File: src/design/stw_regs.vh
// register map, field positions, reset values and timing of the two-wire channel
`ifndef STW_REGS_VH
`define STW_REGS_VH

// ***********************************************
// word indices (byte address = 4 * index)
// ***********************************************
`define STW_IDX_MODE        3'h0
`define STW_IDX_DELAY_PHASE 3'h1
`define STW_IDX_COND_ACK    3'h2
`define STW_IDX_IRQ_FACTOR  3'h3
`define STW_IDX_SHARED      3'h4
`define STW_IDX_STATUS      3'h5
`define STW_IDX_RX_BUFFER   3'h6
`define STW_IDX_TX_DATA     3'h7

// ***********************************************
// field positions
// ***********************************************
`define STW_MODE_SMD_HI     2
`define STW_MODE_SMD_LO     0
`define STW_MODE_IIC        3
`define STW_MODE_IRQSEL     4
`define STW_MODE_CLOCK_POLARITY_SELECT      5
`define STW_MODE_MASTER     6
`define STW_MODE_OPEN_DRAIN 7
`define STW_DP_CLOCK_PHASE_DELAY         1
`define STW_DP_DL_HI        7
`define STW_DP_DL_LO        5
`define STW_CA_START        0
`define STW_CA_RESTART      1
`define STW_CA_STOP         2
`define STW_CA_OUTSEL       3
`define STW_CA_ACKVAL       4
`define STW_CA_ACKEN        5
`define STW_CA_CLKREL       6
`define STW_CA_HOLD9        7
`define STW_ST_BUSY         0
`define STW_ST_START_SEEN   1
`define STW_ST_STOP_SEEN    2
`define STW_ST_LAST_ACK     3

// ***********************************************
// encodings, write masks, reset values
// ***********************************************
`define STW_SMD_TWO_WIRE    3'h2
`define STW_SMD_CLK_SYNC    3'h1
`define STW_MASK_DELAY      8'he2
`define STW_MASK_IRQ_FACTOR 8'hc0
`define STW_MASK_SHARED     8'h03
`define STW_RST_REG         8'h00
`define STW_RST_TX_BYTE     8'hff

// ***********************************************
// timing
// ***********************************************
`define STW_CLK_NS          10
`define STW_QTR_NS          2500
`define STW_QTR_CYCLES      ((`STW_QTR_NS + `STW_CLK_NS - 1) / `STW_CLK_NS)

`endif

File: src/design/stw_channel.v
// two-wire mode serial channel: avalon slave, condition engine, bit engine
//
// The register offsets and the Avalon-MM interface to the registers were decided locally.
`timescale 1ns/1ns
`include "stw_regs.vh"

// ***********************************************
// Overview of operation
// - two-wire when mode 010b and select set
// - master start request makes start condition
// - master restart request makes repeated start
// - master stop request makes stop condition
// - output select gates conditions onto pins
// - ack value driven when ack output enabled
// - master releases clock after stop detected
// - slave holds clock low after 9th
// - data line output delayed by field
// - condition interrupt on bus condition detect
// - transmit interrupt timing by select, phase
// - receive interrupt timing by select only
// - receive buffer transfer points by select, phase
// - channel 2 data pin always open drain
// - detect start and stop from pin levels
// - busy flag tells start from stop
// ***********************************************
module stw_channel #(
  parameter CHANNEL = 0
) (
  input  wire        clk,
  input  wire        rstn,
  input  wire [4:0]  avs_address,
  input  wire        avs_read,
  input  wire        avs_write,
  input  wire [31:0] avs_writedata,
  input  wire [3:0]  avs_byteenable,
  output reg  [31:0] avs_readdata,
  output wire        avs_waitrequest,
  input  wire        clock_line_pin_in,
  output wire        clock_line_pin_out,
  output wire        clock_line_pin_oe,
  input  wire        data_line_pin_in,
  output wire        data_line_pin_out,
  output wire        data_line_pin_oe,
  output reg         cond_irq,
  output reg         tx_irq,
  output reg         rx_irq
);

  localparam [4:0] M_IDLE    = 5'b00001;
  localparam [4:0] M_START   = 5'b00010;
  localparam [4:0] M_RESTART = 5'b00100;
  localparam [4:0] M_XFER    = 5'b01000;
  localparam [4:0] M_STOP    = 5'b10000;
  localparam integer M_QTR_INT = `STW_QTR_CYCLES - 1;
  localparam [7:0] M_QTR_LAST = M_QTR_INT[7:0];
  // channel 2 has no open-drain select bit; it reads as zero
  localparam [7:0] MODE_MASK = (CHANNEL == 2) ? 8'h7f : 8'hff;

  function [7:0] masked;
    input [7:0] old;
    input [7:0] wdata;
    input [7:0] mask;
    begin
      masked = (old & ~mask) | (wdata & mask);
    end
  endfunction

  reg  [7:0]  mode_ctrl;
  reg  [7:0]  two_wire_delay_phase_ctrl;
  reg  [7:0]  two_wire_condition_ack_ctrl;
  reg  [7:0]  irq_factor_select_two;
  reg  [7:0]  serial_shared_ctrl;
  reg         bus_busy_flag;
  reg         start_seen;
  reg         stop_seen;
  reg  [8:0]  rx_buffer;
  reg  [7:0]  tx_byte;
  reg         bus_ack;
  reg  [31:0] next_readdata;
  reg         scl_q;
  reg         sda_q;
  reg  [3:0]  bit_cnt;
  reg  [7:0]  rx_shift;
  reg         ack_bit;
  reg         data_bit;
  reg  [7:0]  dly;
  reg         hold_scl;
  reg         scl_free;
  reg  [4:0]  m_state;
  reg  [1:0]  m_phase;
  reg  [3:0]  m_bits;
  reg  [7:0]  m_qcnt;
  reg         m_owned;
  reg         xfer_pend;
  reg         m_scl_low;
  reg         m_sda_low;

  // ***********************************************
  // field decode
  // ***********************************************
  wire [2:0] serial_mode_field       = mode_ctrl[`STW_MODE_SMD_HI:`STW_MODE_SMD_LO];
  wire       two_wire_mode_select    = mode_ctrl[`STW_MODE_IIC];
  wire       two_wire_irq_select     = mode_ctrl[`STW_MODE_IRQSEL];
  wire       clock_polarity_select   = mode_ctrl[`STW_MODE_CLOCK_POLARITY_SELECT];
  wire       master                  = mode_ctrl[`STW_MODE_MASTER];
  wire       open_drain_select       = mode_ctrl[`STW_MODE_OPEN_DRAIN];
  wire       clock_phase_delay       = two_wire_delay_phase_ctrl[`STW_DP_CLOCK_PHASE_DELAY];
  wire [2:0] data_delay_amount       = two_wire_delay_phase_ctrl[`STW_DP_DL_HI:`STW_DP_DL_LO];
  wire       start_request           = two_wire_condition_ack_ctrl[`STW_CA_START];
  wire       restart_request         = two_wire_condition_ack_ctrl[`STW_CA_RESTART];
  wire       stop_request            = two_wire_condition_ack_ctrl[`STW_CA_STOP];
  wire       condition_output_select = two_wire_condition_ack_ctrl[`STW_CA_OUTSEL];
  wire       ack_value_select        = two_wire_condition_ack_ctrl[`STW_CA_ACKVAL];
  wire       ack_output_enable       = two_wire_condition_ack_ctrl[`STW_CA_ACKEN];
  wire       clock_release_on_stop   = two_wire_condition_ack_ctrl[`STW_CA_CLKREL];
  wire       ninth_clock_low_hold    = two_wire_condition_ack_ctrl[`STW_CA_HOLD9];

  wire iic_on = (serial_mode_field == `STW_SMD_TWO_WIRE) & two_wire_mode_select;
  wire cs_on  = (serial_mode_field == `STW_SMD_CLK_SYNC) & ~two_wire_mode_select;

  // ***********************************************
  // avalon slave: one wait state per access
  // ***********************************************
  assign avs_waitrequest = (avs_read | avs_write) & ~bus_ack;
  wire       wr_go = avs_write & bus_ack & avs_byteenable[0];
  wire [2:0] idx   = avs_address[4:2];
  wire [7:0] wd    = avs_writedata[7:0];
  wire       tx_wr = wr_go & (idx == `STW_IDX_TX_DATA);

  always @* begin
    next_readdata = 32'h0000_0000;
    case (idx)
      `STW_IDX_MODE:        next_readdata[7:0] = mode_ctrl;
      `STW_IDX_DELAY_PHASE: next_readdata[7:0] = two_wire_delay_phase_ctrl;
      `STW_IDX_COND_ACK:    next_readdata[7:0] = two_wire_condition_ack_ctrl;
      `STW_IDX_IRQ_FACTOR:  next_readdata[7:0] = irq_factor_select_two;
      `STW_IDX_SHARED:      next_readdata[7:0] = serial_shared_ctrl;
      `STW_IDX_STATUS:      next_readdata[3:0] = {ack_bit, stop_seen, start_seen, bus_busy_flag};
      `STW_IDX_RX_BUFFER:   next_readdata[8:0] = rx_buffer;
      `STW_IDX_TX_DATA:     next_readdata[7:0] = tx_byte;
      default:              next_readdata = 32'h0000_0000;
    endcase
  end

  always @(posedge clk) begin
    if (!rstn) begin
      bus_ack      <= 1'b0;
      avs_readdata <= 32'h0000_0000;
    end else begin
      bus_ack <= (avs_read | avs_write) & ~bus_ack;
      if (avs_read & ~bus_ack)
        avs_readdata <= next_readdata;
    end
  end

  // ***********************************************
  // pin edges and condition detection
  // ***********************************************
  wire scl_rise  = clock_line_pin_in & ~scl_q;
  wire scl_fall  = ~clock_line_pin_in & scl_q;
  wire start_det = iic_on & clock_line_pin_in & scl_q & sda_q & ~data_line_pin_in;
  wire stop_det  = iic_on & clock_line_pin_in & scl_q & ~sda_q & data_line_pin_in;
  wire eighth_fall = iic_on & scl_fall & (bit_cnt == 4'd8);
  wire nine_rise   = iic_on & scl_rise & (bit_cnt == 4'd8);
  wire nine_fall   = iic_on & scl_fall & (bit_cnt == 4'd9);
  wire cs_edge     = cs_on & (clock_polarity_select ? scl_fall : scl_rise);

  // ***********************************************
  // master condition and clock engine
  // ***********************************************
  wire m_stall = (m_state == M_XFER) & (m_phase == 2'd2) & ~clock_line_pin_in;
  wire m_done  = (m_state != M_IDLE) & ~m_stall & (m_qcnt == M_QTR_LAST) & (m_phase == 2'd3);
  wire can_cond = iic_on & master & condition_output_select;
  wire cond_active = |(m_state & (M_START | M_RESTART | M_STOP));

  always @* begin
    m_scl_low = 1'b0;
    m_sda_low = 1'b0;
    case (m_state)
      M_IDLE: m_scl_low = m_owned;
      M_START: begin
        m_sda_low = 1'b1;
        m_scl_low = (m_phase == 2'd3);
      end
      M_RESTART: begin
        m_scl_low = (m_phase == 2'd0) | (m_phase == 2'd3);
        m_sda_low = m_phase[1];
      end
      M_XFER: m_scl_low = ~m_phase[1];
      M_STOP: begin
        m_scl_low = (m_phase == 2'd0);
        m_sda_low = ~m_phase[1];
      end
      default: begin
        m_scl_low = 1'b0;
        m_sda_low = 1'b0;
      end
    endcase
  end

  always @(posedge clk) begin
    if (!rstn) begin
      m_state   <= M_IDLE;
      m_phase   <= 2'd0;
      m_bits    <= 4'd0;
      m_qcnt    <= 8'h00;
      m_owned   <= 1'b0;
      xfer_pend <= 1'b0;
      scl_free  <= 1'b0;
    end else begin
      if (tx_wr & master)
        xfer_pend <= 1'b1;
      if (stop_det & master & clock_release_on_stop)
        scl_free <= 1'b1;
      if (m_state == M_IDLE) begin
        m_qcnt  <= 8'h00;
        m_phase <= 2'd0;
        m_bits  <= 4'd0;
        if (!iic_on | !master) begin
          m_owned <= 1'b0;
        end else if (can_cond & stop_request & m_owned) begin
          m_state <= M_STOP;
        end else if (can_cond & restart_request & m_owned) begin
          m_state <= M_RESTART;
        end else if (can_cond & start_request & ~m_owned & ~bus_busy_flag) begin
          m_state  <= M_START;
          scl_free <= 1'b0;
        end else if (xfer_pend & m_owned) begin
          m_state   <= M_XFER;
          xfer_pend <= tx_wr;
        end
      end else if (!iic_on) begin
        m_state <= M_IDLE;
        m_owned <= 1'b0;
      end else if (!m_stall) begin
        if (m_qcnt == M_QTR_LAST) begin
          m_qcnt  <= 8'h00;
          m_phase <= m_phase + 2'd1;
          if (m_phase == 2'd3) begin
            case (m_state)
              M_START:   m_owned <= 1'b1;
              M_STOP:    m_owned <= 1'b0;
              M_XFER:    m_bits  <= m_bits + 4'd1;
              default:   m_owned <= m_owned;
            endcase
            if ((m_state != M_XFER) | (m_bits == 4'd8))
              m_state <= M_IDLE;
          end
        end else begin
          m_qcnt <= m_qcnt + 8'd1;
        end
      end
    end
  end

  // ***********************************************
  // register file; a request bit clears when its condition is done
  // ***********************************************
  always @(posedge clk) begin
    if (!rstn) begin
      mode_ctrl                   <= `STW_RST_REG;
      two_wire_delay_phase_ctrl   <= `STW_RST_REG;
      two_wire_condition_ack_ctrl <= `STW_RST_REG;
      irq_factor_select_two       <= `STW_RST_REG;
      serial_shared_ctrl          <= `STW_RST_REG;
      start_seen                  <= 1'b0;
      stop_seen                   <= 1'b0;
      bus_busy_flag               <= 1'b0;
    end else begin
      if (m_done & (m_state == M_START))
        two_wire_condition_ack_ctrl[`STW_CA_START] <= 1'b0;
      if (m_done & (m_state == M_RESTART))
        two_wire_condition_ack_ctrl[`STW_CA_RESTART] <= 1'b0;
      if (m_done & (m_state == M_STOP))
        two_wire_condition_ack_ctrl[`STW_CA_STOP] <= 1'b0;
      if (wr_go) begin
        case (idx)
          `STW_IDX_MODE:        mode_ctrl <= wd & MODE_MASK;
          `STW_IDX_DELAY_PHASE: two_wire_delay_phase_ctrl <=
                                  masked(two_wire_delay_phase_ctrl, wd, `STW_MASK_DELAY);
          `STW_IDX_COND_ACK:    two_wire_condition_ack_ctrl <= wd;
          `STW_IDX_IRQ_FACTOR:  irq_factor_select_two <=
                                  masked(irq_factor_select_two, wd, `STW_MASK_IRQ_FACTOR);
          `STW_IDX_SHARED:      serial_shared_ctrl <=
                                  masked(serial_shared_ctrl, wd, `STW_MASK_SHARED);
          `STW_IDX_STATUS: begin
            if (wd[`STW_ST_START_SEEN])
              start_seen <= 1'b0;
            if (wd[`STW_ST_STOP_SEEN])
              stop_seen <= 1'b0;
          end
          default: start_seen <= start_seen;
        endcase
      end
      // detection after the clear so a coincident event survives
      if (start_det) begin
        start_seen    <= 1'b1;
        bus_busy_flag <= 1'b1;
      end
      if (stop_det) begin
        stop_seen     <= 1'b1;
        bus_busy_flag <= 1'b0;
      end
      if (!iic_on)
        bus_busy_flag <= 1'b0;
    end
  end

  // ***********************************************
  // bit engine: shift, receive buffer, interrupt sources
  // ***********************************************
  wire ack9 = ack_output_enable ? ack_value_select : 1'b1;

  always @(posedge clk) begin
    if (!rstn) begin
      scl_q     <= 1'b1;
      sda_q     <= 1'b1;
      bit_cnt   <= 4'd0;
      rx_shift  <= 8'h00;
      rx_buffer <= 9'h000;
      ack_bit   <= 1'b0;
      tx_byte   <= `STW_RST_TX_BYTE;
      data_bit  <= 1'b1;
      hold_scl  <= 1'b0;
      cond_irq  <= 1'b0;
      tx_irq    <= 1'b0;
      rx_irq    <= 1'b0;
    end else begin
      scl_q    <= clock_line_pin_in;
      sda_q    <= data_line_pin_in;
      cond_irq <= start_det | stop_det;
      tx_irq   <= 1'b0;
      rx_irq   <= 1'b0;
      if (start_det | stop_det | ~(iic_on | cs_on)) begin
        bit_cnt <= 4'd0;
      end else if (cs_edge) begin
        rx_shift <= {rx_shift[6:0], data_line_pin_in};
        if (bit_cnt == 4'd7) begin
          bit_cnt   <= 4'd0;
          rx_buffer <= {1'b0, rx_shift[6:0], data_line_pin_in};
          rx_irq    <= 1'b1;
          tx_irq    <= 1'b1;
        end else begin
          bit_cnt <= bit_cnt + 4'd1;
        end
      end else if (iic_on & scl_rise) begin
        if (bit_cnt < 4'd8)
          rx_shift <= {rx_shift[6:0], data_line_pin_in};
        if (bit_cnt < 4'd9)
          bit_cnt <= bit_cnt + 4'd1;
      end else if (iic_on & scl_fall) begin
        if (bit_cnt < 4'd8)
          data_bit <= tx_byte[~bit_cnt[2:0]];
        else if (bit_cnt == 4'd8)
          data_bit <= ack9;
        else begin
          data_bit <= 1'b1;
          tx_byte  <= `STW_RST_TX_BYTE;
          bit_cnt  <= 4'd0;
        end
      end
      if (nine_rise) begin
        ack_bit <= data_line_pin_in;
        if (!two_wire_irq_select | clock_phase_delay)
          rx_buffer <= {data_line_pin_in, rx_shift};
        if (!two_wire_irq_select) begin
          tx_irq <= data_line_pin_in;
          rx_irq <= ~data_line_pin_in;
        end else if (!clock_phase_delay) begin
          tx_irq <= 1'b1;
        end
      end
      if (eighth_fall & two_wire_irq_select) begin
        rx_irq <= 1'b1;
        if (clock_phase_delay)
          rx_buffer <= {rx_shift[0], 1'b0, rx_shift[7:1]};
        else
          rx_buffer <= {1'b0, rx_shift};
      end
      if (nine_fall & two_wire_irq_select & clock_phase_delay)
        tx_irq <= 1'b1;
      // slave clock stretch until software reloads data or drops the hold
      if (nine_fall & ~master & ninth_clock_low_hold)
        hold_scl <= 1'b1;
      if (tx_wr | ~ninth_clock_low_hold | master)
        hold_scl <= 1'b0;
      if (tx_wr) begin
        tx_byte <= wd;
        if ((bit_cnt == 4'd0) & ~clock_line_pin_in)
          data_bit <= wd[7];
      end
    end
  end

  // ***********************************************
  // data delay line and pin drivers
  // ***********************************************
  always @(posedge clk) begin
    if (!rstn)
      dly <= 8'hff;
    else
      dly <= {dly[6:0], data_bit};
  end

  wire data_lvl = (data_delay_amount == 3'd0) ? data_bit : dly[data_delay_amount - 3'd1];
  wire sda_lvl  = ~iic_on ? 1'b1 : (cond_active ? ~m_sda_low : data_lvl);
  wire open_drain = (CHANNEL == 2) | open_drain_select;
  wire scl_drive_low = iic_on & ((master & m_scl_low & ~scl_free) | (~master & hold_scl));

  assign clock_line_pin_out = 1'b0;
  assign clock_line_pin_oe  = scl_drive_low;
  assign data_line_pin_out  = open_drain ? 1'b0 : sda_lvl;
  assign data_line_pin_oe   = open_drain ? ~sda_lvl : iic_on;

endmodule // stw_channel

File: config.mk
export PLATFORM = sky130hd
export DESIGN_NAME = stw_channel
export DESIGN_NICKNAME = d
export VERILOG_FILES = /design/src/design/stw_channel.v
export VERILOG_INCLUDE_DIRS = /design/src /design/src/design
export SDC_FILE = /design/constraint.sdc
export NUM_CORES = 1
export LEC_CHECK = 0
export BUFFER_PORTS_ARGS = -buffer_cell sky130_fd_sc_hd__buf_4
export CORE_MARGIN = 2
export CORE_UTILIZATION = 44
export CTS_BUF_LIST = sky130_fd_sc_hd__clkbuf_8 sky130_fd_sc_hd__clkbuf_16
export DETAILED_ROUTE_END_ITERATION = 16
export PLACE_DENSITY_LB_ADDON = 0.1
export SLEW_MARGIN = 20
export SYNTH_ARGS = -nofsm -noshare
export SYNTH_HDL_FRONTEND = slang
export SYNTH_SLANG_ARGS = --single-unit
export TNS_END_PERCENT = 5
File: constraint.sdc
create_clock -name clk -period 4.4 [get_ports clk]
set_input_delay 1.32 -clock clk [delete_from_list [all_inputs] [get_ports clk]]
set_output_delay 1.32 -clock clk [all_outputs]
set_load 0.01 [all_outputs]
# Yosys cells after proc, flatten, opt, wreduce, memory -nomap -nowiden
# Index checks and enable logic that the tools add are counted.
# classes
n_reduce_logical	37
bitwise	86
add_sub_neg	5
n_lt_le_gt_ge	4
eq_ne	39
muxes	103
# ops
operator	n
8-bit 2-to-1 mux	11
9-bit 2-to-1 mux	7
1-bit 2-to-1 mux	58
5-bit 2-to-1 mux	11
1-bit bitwise AND	52
4-bit case mux with 8 select lines	1
4-bit 2-to-1 mux	7
4-bit case mux with 7 select lines	1
1-bit NOT	19
2-bit nonzero test	9
3-bit == test (second input constant)	4
4-bit == test (second input constant)	3
2-bit inequality test (second input constant)	6
2-bit AND reduction	6
3-bit AND reduction	4
6-bit AND reduction	2
1-bit OR	11
5-bit by 1-bit inequality test with 1-bit output (second input constant)	2
5-bit AND reduction	2
3-bit by 2-bit == test with 1-bit output (second input constant)	3
3-bit by 1-bit inequality test with 1-bit output (second input constant)	3
4-bit by 1-bit adder with 4-bit output (second input constant)	2
8-bit by 1-bit adder with 8-bit output (second input constant)	1
8-bit == test (second input constant)	1
other kinds (34)	48
# totals
ff_bits	120
input_bits	47
word_cells	305
output_inout_bits	40

# Logic depth before layout (Yosys ltp)
# depth
word_depth	14
mapped_depth	8
mapped_depth_nobuf	7

# Least setup slack after synthesis
# Ideal clock, no wire load.
# synth_timing
path_type	reg-to-output
start	register m_phase[1]
end	output clock_line_pin_oe
n_path_buf	0
t_arrival_ns	1.882
path_stages_with_launch	8
t_required_ns	3.080
path_slack_ns	1.198
path_cell_list	dfxtp_1 > inv_1 > ha_1 > nor3b_1 > a31oi_1 > o31a_1 > o221a_2 > o41ai_1
# synth_via
elab_chain_cells	7
elab_cells_between_ends	9
cone_classes	eq/ne: 1; mux: 1; bitwise: 6; reduce/logical: 1
# synth_rtl
element	line_no	rtl
from (decl)	stw_channel.v:90	reg [1:0] m_phase;
from (signal assigned)	stw_channel.v:238	m_phase <= m_phase + 2'd1;
2-bit == test / 2-bit zero test (equally long branches)	stw_channel.v:183, stw_channel.v:186, stw_channel.v:191	
1-bit OR	stw_channel.v:186	m_scl_low = (m_phase == 2'd0) | (m_phase == 2'd3);
1-bit case mux with 5 select lines *	stw_channel.v:179	case (m_state)
1-bit bitwise AND * (2 in a row)	stw_channel.v:408	wire scl_drive_low = iic_on & ((master & m_scl_low & ~scl_free) | (~master & hold_scl));
1-bit OR *	stw_channel.v:408	
1-bit bitwise AND *	stw_channel.v:408	
to (decl)	stw_channel.v:40	output wire clock_line_pin_oe,
# Every way passes the cells marked *; elsewhere a longest branch is shown, timed or not.

# Worst setup path in the final report
# Ends and elaborated chain as after synthesis.

==> impl_metrics.py <==
metrics = {
    "run": {
        "max-cap-violations": 0,
    },
    "grt": {
        "grt_pass1_wl_mm": 22.3,
        "track_usage": 0.217,
        "grt-ovfl-total": 0,
        "grt_pass1_vias": 4144,
        "antenna_found_initial": 0,
        "grt_max_degree": 55,
    },
    "power_and_ir_drop": {
        "cellLeakagePower_uw": 0.00208,
        "seqPwrFrac": 0.516,
        "combinationalPowerShare": 0.060,
        "switching_share": 0.233,
        "irDropWorstVdd_uv": 162,
        "switchingPower_uw": 430,
        "power.density_mw_per_mm2": 309,
        "internal-power_uw": 1420,
        "power_uw": 1850,
        "pwr-share-clk": 0.424,
    },
    "worst_setup_path": {
        "arrival_ns": 2.48,
        "reg2reg_slack_ns": 2.14,
        "critPathKind": "flip-flop to output port",
        "endpoint": "clock_line_pin_oe",
        "crit_start": "m_phase[1]$_SDFFE_PP0P_",
        "worstReg2RegEnd": "bit_cnt[0]$_SDFFE_PP0P_",
        "crit_path_start_kind": "flip-flop",
        "worstPathMaxFanout": 6,
        "worstSetupEndpointType": "output port",
        "r2r-start": "mode_ctrl[3]$_SDFFE_PN0P_",
        "reg2reg_depth": 5,
        "critPathRequiredTime_ns": 3.08,
    },
    "status": {
        "outcome": "completed",
    },
    "floorplanning": {
        "die_h_um": 116,
        "coreArea_sq_mm": 0.0121,
        "die_x_um": 116,
        "row_count": 40,
        "ios": 87,
        "start_util": 0.454,
        "dieArea_sq_mm": 0.0134,
    },
    "timing": {
        "hold_viol_final": 0,
        "tightest_slew_ns": 1.06,
        "slew_headroom": 0.289,
        "finalSetupTns_ns": 0,
        "fin_ws_ns": 0.599,
        "fin_crit_sh": 0.864,
        "finClkSkew_ns": 0.00826,
        "post-route-min-period_ns": 3.80,
        "setup_viol": 0,
        "fmax_mhz": 263,
        "drv_slew": 0,
        "rsz0062_at_grt": "no",
    },
    "clocking": {
        "post_cts_buffers": 0,
        "cts_sinks": 104,
        "cts_buffers": 9,
        "insertion_delay_ns": 0.35,
        "clockRootBuffer": "clkbuf_16",
        "cts_resized": 0,
        "h-tree-depth": 3,
        "cts_tree": "yes",
        "ctsHoldBuffers": 0,
        "clk_path_buf_depth": 2,
        "clkTransAtPathRegs_ns": 0.07,
    },
    "synth": {
        "synth_area_per_cell_sq_um": 9.01,
        "synthCells": 610,
        "synth_async_sr_flop_share": 0,
        "ys_seq_area_frac": 0.379,
        "synth_cell_type_count": 76,
        "synthTopCellsByArea": "dfxtp_1 (38%), mux2i_1 (7.3%), nor2_1 (4.8%)",
        "yosysWarnings": 0,
        "synth-seq-cells": 104,
        "synth_edf_count": 0,
        "synth_top_area_cell": "dfxtp_1",
        "synthFlopType": "dfxtp_1",
        "netlist_area_sq_mm": 0.00550,
        "yosysTopAreaCellShare": 0.379,
    },
    "route": {
        "drt_iter0_markers": 397,
        "drc": 0,
        "vias_per_cell": 5.54,
        "drt-total-wl_mm": 13.7,
        "vias": 4418,
        "drtPass1Iterations": 5,
        "wl_per_cell_um": 17.2,
        "antenna_left": 0,
    },
    "min_path": {
        "hp-start": "dly[2]$_SDFF_PN1_",
        "hold_path_class": "flip-flop to flip-flop",
    },
    "placed_design": {
        "portBuffers": 33,
        "preCtsSetupSlack_ns": 1.00,
        "hpwlAfterDp_mm": 10.0,
        "routabilityCongestion": 0.853,
    },
    "finish": {
        "most-common-layout-cells": "dfxtp_1 (104), nor2_1 (71), nand2_1 (45)",
        "drive_gt1_frac": 0.148,
        "final_common_cell": "dfxtp_1",
        "syn_to_final_growth_pct": 8.97,
        "final_nets": 684,
        "antenna-diode-count": 0,
    },
}
## routing by layer
| layer | vias up | GRT usage | part of all wire |
|---|---|---|---|
| met3 | 17 | 0.0455 | 0.046 |
| li1 | 2174 | - | - |
| met1 | 2128 | 0.289 | 0.46 |
| met2 | 99 | 0.353 | 0.48 |
| met5 | - | 0 | 0 |
| met4 | 0 | 0.0730 | 0.019 |
## final cells by class
class                           count  area [sq um]
Tap cell                          168           210
Clock buffer                       12           267
Inverter                           23          86.3
Sequential cell                   104          2080
Fill cell                        1193          6120
Timing Repair Buffer               35           263
Clock inverter                      3          25.0
Multi-Input combinational cell    452          3060
## worst min-delay path by stage
stage | to | slack [ns] | depth (start not counted)
finish | dly[3]$_SDFF_PN1_ | 0.43 | 1
floorplan | dly[2]$_SDFF_PN1_ | 0.41 | 1
global placement | dly[2]$_SDFF_PN1_ | 0.42 | 1
global route | dly[3]$_SDFF_PN1_ | 0.44 | 1
CTS | dly[3]$_SDFF_PN1_ | 0.44 | 1
detailed placement | dly[1]$_SDFF_PN1_ | 0.42 | 1
## critical path: stages, from the launching register on
cell and delay [ns]:
dfxtp_1 0.43, inv_1 0.09, ha_1 0.32, nor3b_1 0.20, a31oi_1 0.06, o31a_1 0.25
o221a_2 0.27, o41ai_1 0.31, buf_4 0.19
## sequential cells by signal (all words and copies together), names as in the netlist, 5 cells and up
register and cells:
avs_readdata 9, dly 8, m_qcnt 8, m_state 5
mode_ctrl 8, rx_buffer 9, rx_shift 8, two_wire_condition_ack_ctrl 8
tx_byte 8
## cell usage after synthesis (all sizes together) (2+ instances only)
master	n
a32oi	2
xnor2	7
nor3b	4
nor4	10
mux2i	40
or2	5
o22ai	10
nor2b	6
a31o	2
o41ai	2
xor2	5
inv	23
ha	12
nand2b	19
o21a	4
nand2	46
mux4	8
nor2	72
o31ai	2
o31a	3
or3	5
a211oi	7
a22o	4
and3	2
clkbuf	17
nand3b	5
dfxtp	104
nor3	21
nand3	18
o21ai	18
a21oi	31
a31oi	4
or3b	2
o211ai	5
nor4b	2
buf	36
nand4	7
mux2	8
o221ai	8
a221oi	7
## power by group through the flow
| stage | clock network (uW) | logic (uW) | registers, uW |
|---|---|---|---|
| floorplan | 0 | 83.3 | 978 |
| global route | 853 | 123 | 956 |
| detailed placement | 0 | 112 | 977 |
| finish | 784 | 111 | 956 |
| global placement | 0 | 110 | 977 |
| CTS | 812 | 112 | 955 |
## per-stage QoR
| step | hold slack (ns) | cells | utilization | cell area (sq um) |
|---|---|---|---|---|
| finish | 0.426 | 797 | 0.495 | 5990 |
| CTS | 0.436 | 797 | 0.495 | 5990 |
| global placement | 0.419 | 782 | 0.471 | 5700 |
| floorplan | 0.405 | 633 | - | 5580 |
| global route | 0.444 | 797 | 0.495 | 5990 |
| detailed placement | 0.420 | 782 | 0.471 | 5700 |
## kinds of logic after synthesis
kind of cell / synth area share
AND/OR/NAND/NOR: 0.226
multiplexers: 0.122
other: 0.000682
flip-flops: 0.379
AO/OA/AOI/OAI: 0.145
adder cells (fa/ha/maj): 0.0273
XOR/XNOR: 0.0191
buffers and inverters: 0.0808
(Power assumes the default switching activity.)
